<file path="src/design/csc_pkg.sv">
// Constants and carrier types for the reset-cause and chip-control register group.
// Assumes a single 25 MHz system clock and an AXI4-Lite register bus with 32-bit data.
package csc_pkg;

  // ****************************************************************
  // Register indices; byte address is four times the index.
  // ****************************************************************
  localparam logic [7:0] IDX_IRQ_ENABLE2 = 8'h9c;
  localparam logic [7:0] IDX_RESET_CAUSE = 8'h9d;
  localparam logic [7:0] IDX_CHIP_CTRL   = 8'h9f;
  localparam logic [7:0] IDX_AUX_FLAGS   = 8'ha2;
  localparam logic [7:0] IDX_BOD_CTRL    = 8'ha3;
  localparam logic [7:0] IDX_PWR_CTRL    = 8'hb0;
  localparam logic [7:0] IDX_WDOG_CTRL   = 8'hb1;
  localparam logic [7:0] IDX_EVT_STATUS  = 8'hb2;
  localparam logic [7:0] IDX_EVT_MASK    = 8'hb3;

  // ****************************************************************
  // Field positions.
  // ****************************************************************
  localparam int IE_WAKE    = 2;
  localparam int IE_TIMER3  = 1;
  localparam int IE_SERIAL1 = 0;
  localparam int RC_HARD    = 5;
  localparam int RC_POWER   = 4;
  localparam int RC_PIN     = 3;
  localparam int RC_BROWN   = 2;
  localparam int RC_WDOG    = 1;
  localparam int RC_SOFT    = 0;
  localparam int AUX_SOFT   = 7;
  localparam int AUX_PIN    = 6;
  localparam int AUX_HARD   = 5;
  localparam int PWR_POWER  = 4;
  localparam int BOD_BROWN  = 1;
  localparam int WDG_WDOG   = 3;
  localparam int CC_FAULT   = 6;
  localparam int CC_BOOT    = 1;
  localparam int CC_PGM_EN  = 0;
  localparam int EV_FAULT   = 0;
  localparam int EV_REFUSED = 1;

  // ****************************************************************
  // Write mask, reset value, bus answers and flash size.
  // ****************************************************************
  localparam logic [2:0] IE_MASK      = 3'h7;
  localparam logic [5:0] RC_POR_VALUE = 6'h10;
  localparam logic [1:0] RESP_OKAY    = 2'h0;
  localparam logic [1:0] RESP_DECERR  = 2'h3;
  localparam logic [15:0] FLASH_BYTES = 16'h4000;

  // Register selected by a decoded address.
  typedef enum logic [9:0] {
    SEL_NONE = 10'h001, SEL_IE = 10'h002, SEL_RC = 10'h004, SEL_CC = 10'h008, SEL_AUX = 10'h010,
    SEL_BOD  = 10'h020, SEL_PWR = 10'h040, SEL_WDG = 10'h080, SEL_STS = 10'h100, SEL_MSK = 10'h200
  } csc_sel_e;

  // Reset causes reported by the reset controller, one-cycle pulses.
  typedef struct packed {
    logic hard_fault;
    logic brownout;
    logic reset_pin;
    logic watchdog;
    logic software;
  } csc_rst_evt_s;

  // Interrupt flags of the peripherals gated here.
  typedef struct packed {
    logic wake_timer_overflow_flag;
    logic timer3_overflow_flag;
    logic serial1_transmit_done;
    logic serial1_receive_done;
  } csc_irq_src_s;

  // State of the flash programming sequencer.
  typedef struct packed {
    logic        program_trigger;
    logic [15:0] address;
    logic        command_valid;
    logic        erase_or_write;
    logic        block_enabled;
    logic        active;
    logic        brownout_detect_enable;
    logic        brownout_reset_enable;
    logic        program_under_brownout_cfg;
  } csc_prog_s;

endpackage : csc_pkg

</file>
<file path="src/design/csc_regs.sv">
// Reset-cause, secondary interrupt enable and chip control registers behind AXI4-Lite.
// Assumes reset events, interrupt flags and sequencer state come from logic on aclk;
// only the brown-out comparator level is asynchronous and is synchronised here.
// How it works
// - Enable bit 2 gates wake timer request.
// - Enable bit 1 gates timer 3 request.
// - Enable bit 0 gates serial port 1 requests.
// - Cause bit 5 shares hard-fault flag; zero clears.
// - Cause bit 4 shares power-on flag; zero clears.
// - Cause bit 3 shares reset-pin flag; zero clears.
// - Cause bit 2 shares brown-out flag; zero clears.
// - Cause bit 1 shares watchdog flag; zero clears.
// - Cause bit 0 shares software flag; zero clears.
// - Chip control writes need timed access open.
// - Bad address, command or block sets fault.
// - Programming under unguarded brown-out sets fault.
// - Program enable turns on fast oscillator.
// - Boot select chooses loader or main area.
`timescale 1ns/1ps
module csc_regs
  import csc_pkg::*;
#(
  parameter logic [15:0] FLASH_SIZE = FLASH_BYTES
)(
  input  wire logic                  aclk,
  input  wire logic                  aresetn,
  input  wire logic [11:0]           s_axi_awaddr,
  input  wire logic                  s_axi_awvalid,
  output logic                       s_axi_awready,
  input  wire logic [31:0]           s_axi_wdata,
  input  wire logic [3:0]            s_axi_wstrb,
  input  wire logic                  s_axi_wvalid,
  output logic                       s_axi_wready,
  output logic [1:0]                 s_axi_bresp,
  output logic                       s_axi_bvalid,
  input  wire logic                  s_axi_bready,
  input  wire logic [11:0]           s_axi_araddr,
  input  wire logic                  s_axi_arvalid,
  output logic                       s_axi_arready,
  output logic [31:0]                s_axi_rdata,
  output logic [1:0]                 s_axi_rresp,
  output logic                       s_axi_rvalid,
  input  wire logic                  s_axi_rready,
  input  wire logic                  boot_select_strap,
  input  wire logic                  timed_access_protection,
  input  wire csc_pkg::csc_rst_evt_s reset_event,
  input  wire csc_pkg::csc_irq_src_s irq_source,
  input  wire csc_pkg::csc_prog_s    program_state,
  input  wire logic                  brownout_below_level,
  output logic                       wake_timer_irq,
  output logic                       timer3_irq,
  output logic                       serial_port1_irq,
  output logic                       internal_fast_oscillator_on,
  output logic                       boot_from_loader,
  output logic                       irq
);

  // ****************************************************************
  // State of the module.
  // ****************************************************************
  typedef struct packed {
    logic        aw_held;
    logic        w_held;
    logic [9:0]  waddr;
    logic [7:0]  wdata;
    logic        wlane;
    logic        awready;
    logic        wready;
    logic        bvalid;
    logic [1:0]  bresp;
    logic        arready;
    logic        rvalid;
    logic [31:0] rdata;
    logic [1:0]  rresp;
    logic [2:0]  irq_enable;
    logic [5:0]  cause;
    logic        fault;
    logic        boot_sel;
    logic        pgm_en;
    logic [1:0]  evt_status;
    logic [1:0]  evt_mask;
    logic        bod_meta;
    logic        bod_level;
    logic        wake_irq;
    logic        t3_irq;
    logic        s1_irq;
    logic        osc_on;
    logic        boot_loader;
    logic        irq;
  } csc_state_s;

  csc_state_s st;
  csc_state_s next_st;

  // ****************************************************************
  // Address decoding, shared by reads and writes.
  // ****************************************************************
  function automatic csc_sel_e decode(input logic [9:0] word);
    csc_sel_e sel;
    sel = SEL_NONE;
    if (word[9:8] != 2'h0)
      sel = SEL_NONE;
    else if (word[7:0] == IDX_IRQ_ENABLE2)
      sel = SEL_IE;
    else if (word[7:0] == IDX_RESET_CAUSE)
      sel = SEL_RC;
    else if (word[7:0] == IDX_CHIP_CTRL)
      sel = SEL_CC;
    else if (word[7:0] == IDX_AUX_FLAGS)
      sel = SEL_AUX;
    else if (word[7:0] == IDX_BOD_CTRL)
      sel = SEL_BOD;
    else if (word[7:0] == IDX_PWR_CTRL)
      sel = SEL_PWR;
    else if (word[7:0] == IDX_WDOG_CTRL)
      sel = SEL_WDG;
    else if (word[7:0] == IDX_EVT_STATUS)
      sel = SEL_STS;
    else if (word[7:0] == IDX_EVT_MASK)
      sel = SEL_MSK;
    return sel;
  endfunction : decode

  // ****************************************************************
  // Next-state logic.
  // ****************************************************************
  always_comb
  begin
    csc_sel_e   wsel;
    csc_sel_e   rsel;
    logic       do_write;
    logic [7:0] rbyte;
    logic [5:0] keep;
    logic       cc_write;
    logic       fault_evt;
    logic       refused_evt;
    next_st     = st;
    wsel        = SEL_NONE;
    rsel        = SEL_NONE;
    do_write    = 1'b0;
    rbyte       = 8'h00;
    keep        = 6'h3f;
    cc_write    = 1'b0;
    fault_evt   = 1'b0;
    refused_evt = 1'b0;

    // Capture write address and data, in either order.
    if (s_axi_awvalid && st.awready)
    begin
      next_st.aw_held = 1'b1;
      next_st.waddr   = s_axi_awaddr[11:2];
    end
    if (s_axi_wvalid && st.wready)
    begin
      next_st.w_held = 1'b1;
      next_st.wdata  = s_axi_wdata[7:0];
      next_st.wlane  = s_axi_wstrb[0];
    end
    do_write = st.aw_held && st.w_held && !st.bvalid;
    if (do_write)
    begin
      wsel            = decode(st.waddr);
      next_st.aw_held = 1'b0;
      next_st.w_held  = 1'b0;
      next_st.bvalid  = 1'b1;
      next_st.bresp   = (wsel == SEL_NONE) ? RESP_DECERR : RESP_OKAY;
    end
    if (st.bvalid && s_axi_bready)
      next_st.bvalid = 1'b0;

    // Register writes; only byte lane 0 carries the 8-bit registers.
    if (do_write && st.wlane)
    begin
      if (wsel == SEL_IE)
        next_st.irq_enable = st.wdata[2:0] & IE_MASK;
      else if (wsel == SEL_RC)
        keep = st.wdata[5:0];
      else if (wsel == SEL_AUX)
      begin
        keep[RC_SOFT] = st.wdata[AUX_SOFT];
        keep[RC_PIN]  = st.wdata[AUX_PIN];
        keep[RC_HARD] = st.wdata[AUX_HARD];
      end
      else if (wsel == SEL_PWR)
        keep[RC_POWER] = st.wdata[PWR_POWER];
      else if (wsel == SEL_BOD)
        keep[RC_BROWN] = st.wdata[BOD_BROWN];
      else if (wsel == SEL_WDG)
        keep[RC_WDOG] = st.wdata[WDG_WDOG];
      else if (wsel == SEL_CC)
      begin
        cc_write    = timed_access_protection;
        refused_evt = !timed_access_protection;
      end
      else if (wsel == SEL_MSK)
        next_st.evt_mask = st.wdata[1:0];
    end

    // Shared reset flags: a reported cause wins over a clearing write.
    next_st.cause = st.cause & keep;
    if (reset_event.hard_fault)
      next_st.cause[RC_HARD] = 1'b1;
    if (reset_event.reset_pin)
      next_st.cause[RC_PIN] = 1'b1;
    if (reset_event.brownout)
      next_st.cause[RC_BROWN] = 1'b1;
    if (reset_event.watchdog)
      next_st.cause[RC_WDOG] = 1'b1;
    if (reset_event.software)
      next_st.cause[RC_SOFT] = 1'b1;

    // Chip control: protected fields written only while access is open.
    if (cc_write)
    begin
      next_st.fault    = st.wdata[CC_FAULT];
      next_st.boot_sel = st.wdata[CC_BOOT];
      next_st.pgm_en   = st.wdata[CC_PGM_EN];
    end

    // Programming fault detection; the hardware only ever sets the flag.
    if (program_state.program_trigger &&
        (program_state.address >= FLASH_SIZE || !program_state.command_valid ||
         (program_state.erase_or_write && !program_state.block_enabled)))
      fault_evt = 1'b1;
    if (program_state.active && program_state.erase_or_write && st.bod_level &&
        program_state.brownout_detect_enable && !program_state.brownout_reset_enable &&
        program_state.program_under_brownout_cfg)
      fault_evt = 1'b1;
    if (fault_evt)
      next_st.fault = 1'b1;

    // Brown-out comparator synchroniser.
    next_st.bod_meta  = brownout_below_level;
    next_st.bod_level = st.bod_meta;

    // Event status: write one to clear, a new event wins.
    if (do_write && st.wlane && wsel == SEL_STS)
      next_st.evt_status = st.evt_status & ~st.wdata[1:0];
    if (fault_evt && !st.fault)
      next_st.evt_status[EV_FAULT] = 1'b1;
    if (refused_evt)
      next_st.evt_status[EV_REFUSED] = 1'b1;

    // Read channel: one read in flight, answered the cycle after acceptance.
    if (s_axi_arvalid && st.arready)
    begin
      rsel = decode(s_axi_araddr[11:2]);
      if (rsel == SEL_IE)
        rbyte = {5'h00, st.irq_enable};
      else if (rsel == SEL_RC)
        rbyte = {2'h0, st.cause};
      else if (rsel == SEL_CC)
        rbyte = {1'b0, st.fault, 4'h0, st.boot_sel, st.pgm_en};
      else if (rsel == SEL_AUX)
        rbyte = {st.cause[RC_SOFT], st.cause[RC_PIN], st.cause[RC_HARD], 5'h00};
      else if (rsel == SEL_PWR)
        rbyte = {3'h0, st.cause[RC_POWER], 4'h0};
      else if (rsel == SEL_BOD)
        rbyte = {6'h00, st.cause[RC_BROWN], 1'b0};
      else if (rsel == SEL_WDG)
        rbyte = {4'h0, st.cause[RC_WDOG], 3'h0};
      else if (rsel == SEL_STS)
        rbyte = {6'h00, st.evt_status};
      else if (rsel == SEL_MSK)
        rbyte = {6'h00, st.evt_mask};
      next_st.rvalid = 1'b1;
      next_st.rdata  = {24'h000000, rbyte};
      next_st.rresp  = (rsel == SEL_NONE) ? RESP_DECERR : RESP_OKAY;
    end
    else if (st.rvalid && s_axi_rready)
      next_st.rvalid = 1'b0;

    // Ready flags registered so that every bus output leaves a flip-flop.
    next_st.awready = !next_st.aw_held && !next_st.bvalid;
    next_st.wready  = !next_st.w_held && !next_st.bvalid;
    next_st.arready = !next_st.rvalid;

    // Gated requests and derived outputs, one cycle behind their causes.
    next_st.wake_irq    = st.irq_enable[IE_WAKE] & irq_source.wake_timer_overflow_flag;
    next_st.t3_irq      = st.irq_enable[IE_TIMER3] & irq_source.timer3_overflow_flag;
    next_st.s1_irq      = st.irq_enable[IE_SERIAL1] &
                          (irq_source.serial1_transmit_done | irq_source.serial1_receive_done);
    next_st.osc_on      = st.pgm_en;
    next_st.boot_loader = st.boot_sel;
    next_st.irq         = |(st.evt_status & st.evt_mask);

    // Power-on reset; the boot strap is sampled at this synchronous reset.
    if (!aresetn)
    begin
      next_st             = '0;
      next_st.cause       = RC_POR_VALUE;
      next_st.boot_sel    = boot_select_strap;
      next_st.boot_loader = boot_select_strap;
    end
  end

  // ****************************************************************
  // State register.
  // ****************************************************************
  always_ff @(posedge aclk)
  begin
    st <= next_st;
  end

  // Outputs taken straight from the state register.
  assign s_axi_awready               = st.awready;
  assign s_axi_wready                = st.wready;
  assign s_axi_bvalid                = st.bvalid;
  assign s_axi_bresp                 = st.bresp;
  assign s_axi_arready               = st.arready;
  assign s_axi_rvalid                = st.rvalid;
  assign s_axi_rdata                 = st.rdata;
  assign s_axi_rresp                 = st.rresp;
  assign wake_timer_irq              = st.wake_irq;
  assign timer3_irq                  = st.t3_irq;
  assign serial_port1_irq            = st.s1_irq;
  assign internal_fast_oscillator_on = st.osc_on;
  assign boot_from_loader            = st.boot_loader;
  assign irq                         = st.irq;

endmodule : csc_regs

</file>
<file path="config.mk">
export PLATFORM = sky130hd
export DESIGN_NAME = csc_regs
export DESIGN_NICKNAME = d
export VERILOG_FILES = /design/src/design/csc_pkg.sv /design/src/design/csc_regs.sv
export SDC_FILE = /design/constraint.sdc
export NUM_CORES = 1
export LEC_CHECK = 0
export BUFFER_PORTS_ARGS = -buffer_cell sky130_fd_sc_hd__buf_4
export CORE_MARGIN = 3
export CORE_UTILIZATION = 49
export CTS_CLUSTER_SIZE = 28
export DETAILED_ROUTE_END_ITERATION = 6
export GPL_TIMING_DRIVEN = 0
export PLACE_DENSITY = 0.85
export SLEW_MARGIN = 20
export SYNTH_ARGS = -nofsm -noshare
export SYNTH_HDL_FRONTEND = slang
export SYNTH_SLANG_ARGS = --single-unit
</file>
<file path="constraint.sdc">
create_clock -name aclk -period 3.52 [get_ports aclk]
set_input_delay 0.88 -clock aclk [delete_from_list [all_inputs] [get_ports aclk]]
set_output_delay 0.88 -clock aclk [all_outputs]
set_load 0.02 [all_outputs]
</file>
==> results.toml <==
[run_status]
status = "finished clean"

[cells_and_area]
largest_reg_flops = 39
drive_gt1_share_pct = 29.1
syn_to_final_growth_pct = 33.1
antenna_cells = 0
final_common_cell = "buf_4"
final_net_count = 579
fin_cells = 553
fin_area_sq_um = 3950
top_register = "st"
final_cell_mix = "115 x buf_4, 59 x dfxtp_1, 56 x nand2_1"

[worst_setup_path]
critPathBufInv = 2
cpPeakStageDelay_ns = 0.54
crit_arrival_ns = 2.63
cp_cell_sequence = "buf_4, or4b_1, buf_2, or4b_1, a211o_1, a21oi_2"
worstPathRequired_ns = 3.79
start_kind = "input port"
critPathMaxFanout = 7
crit_path_end_kind = "flip-flop"
crit_top_cell = "or4b_1"
critPathTopFamily = "simple AND/OR/NAND/NOR gates"
crit_path_top_delay_cell = "or4b_1"
worstSetupPathType = "input port to flip-flop"

[placed_design]
gp_congestion = 0.969
place_hpwl_mm = 5.91
placedCellCount = 537
post_dp_cell_area_sq_um = 3740
io_buffers = 79

[grt]
grt_pass1_vias = 2798
grt_pass1_wl_mm = 12.8
overflow = 0
grt_max_degree = 12
antenna_found_initial = 0
gr-usage-all-layers_pct = 22.1

[clock_network]
cts_sinks = 60
cts_root_buf = "clkbuf_8"
clock_path_buffers = 2
cts-resized-gates = 0
cts_buffers = 9
cts_tree = "done"
cts_hold_buf = 0
cts_max_level = 3
clock_latency_ns = 0.34
cts.clk_slew.worst_paths_ns = 0.07
cts_setup_buffers = 0

[floorplanning]
rows = 27
core_sq_um = 5680
die_x_microns = 83.8
die_y_microns = 83.8
fp.dieArea_sq_um = 7030
num_io_pins = 150
initial_core_util_pct = 52.3

[timing]
min_period_ns = 2.36
tightest_slew_ns = 0.651
finClkSkew_ns = 0.00834
setup_viol = 0
slew_violations = 0
finalSetupTns_ns = 0
timing.final.crit_share_pct = 66.9
fmax_mhz = 425
hold_violations = 0
rsz0062_at_grt = "no"
slew_headroom_pct = 56.5

[yosys]
synth_cells = 363
synth_seq_cells = 60
ys_async_sr_fraction_pct = 0
yosysWarnings = 0
synth.avg_cell_area_sq_um = 8.18
ys_seq_area_share_pct = 40.8
synth-edff-count = 1
ys_types = 54
synthFlopType = "dfxtp_1"
syn_area_sq_um = 2970

[drt]
drt-vias-per-instance = 5.34
drtPass1Iterations = 6
vias = 2955
drt_first_iter_violations = 141
postRouteAntennaNets = 0
wl_mm = 7.61
drc = 0
drt-wirelength-per-cell_microns = 13.8

[power_and_ir_drop]
peakVddDrop_mv = 0.301
p_per_area_nw_per_um2 = 405
leakage_uw = 0.00169

[worst_hold_path]
hp-class = "flip-flop to flip-flop"

[run]
maxCapViolCount = 0
-- layer usage --
metal	wire length [microns]	global-route usage (%)	vias up
li1	-	-	1460
met1	3000	26.4	1332
met2	3750	36.9	146
met3	758	8.00	17
met4	106	7.16	0
met5	0	0	-
-- cell type report --
type / instances / area, sq um
Buffer: 51 / 328
Clock buffer: 11 / 151
Clock inverter: 5 / 60.1
Fill cell: 492 / 1730
Inverter: 11 / 41.3
Multi-Input combinational cell: 264 / 1470
Sequential cell: 60 / 1210
Tap cell: 72 / 90.1
Timing Repair Buffer: 79 / 593
-- synthesized netlist by cell type, types with 2 or more instances --
cell type | number | share of area, %
dfxtp_1 | 59 | 40
nand2_1 | 56 | 7.1
a21oi_1 | 37 | 6.2
buf_4 | 36 | 9.1
o21ai_0 | 17 | 2.9
nor2_1 | 14 | 1.8
clkbuf_1 | 11 | 1.4
inv_1 | 10 | 1.3
nor3_1 | 10 | 1.7
nand2b_1 | 9 | 1.9
nand3_1 | 9 | 1.5
and2_1 | 7 | 1.5
nand4b_1 | 6 | 1.8
and3_1 | 5 | 1.1
nor4_1 | 5 | 1.1
or4_1 | 5 | 1.3
nor2b_1 | 4 | 0.84
a211oi_1 | 3 | 0.76
buf_1 | 3 | 0.38
mux2_2 | 3 | 1.1
nand3b_1 | 3 | 0.76
nor3b_1 | 3 | 0.76
o21a_1 | 3 | 0.76
o41ai_1 | 3 | 0.89
or3_1 | 3 | 0.63
or4b_1 | 3 | 1.0
a22oi_1 | 2 | 0.51
a31oi_1 | 2 | 0.42
mux2i_1 | 2 | 0.67
nand4_1 | 2 | 0.42
nor4b_1 | 2 | 0.59
o2111ai_1 | 2 | 0.59
o211a_1 | 2 | 0.67
o32ai_1 | 2 | 0.59
-- worst paths after layout --
kind              startpoint             end  slack (ns)  cells after the start
max          s_axi_araddr[8]  s_axi_rdata[0]        1.16                      6
min                    st[7]           st[6]        0.44                      1
max reg2reg           st[74]          st[14]        1.41                      4
min reg2reg            st[7]           st[6]        0.44                      1
-- power breakdown --
part	internal, uW	leakage (uW)	switching, uW	total [uW]
Sequential	709	0.000492	26.3	736
Clock	365	0.0000938	275	640
Combinational	108	0.00111	116	224
-- stage by stage --
| step | total power, uW | worst slack [ns] | hold WS (ns) | utilization (%) |
|---|---|---|---|---|
| floorplan | 879 | 1.05 | 0.412 | - |
| global placement | 966 | 0.870 | 0.418 | 65.9 |
| detailed placement | 972 | 0.843 | 0.429 | 65.9 |
| CTS | 1610 | 1.19 | 0.447 | 69.6 |
| global route | 1670 | 1.10 | 0.460 | 69.6 |
| finish | 1600 | 1.16 | 0.442 | 69.6 |
-- cells by family after synthesis --
family          synth area share [%]
flops                           40.8
compound gates                  17.0
other cells                    0.126
simple gates                    27.8
buf+inv                         12.4
mux                             1.81
No activity file was read; power rests on OpenSTA's default activity.
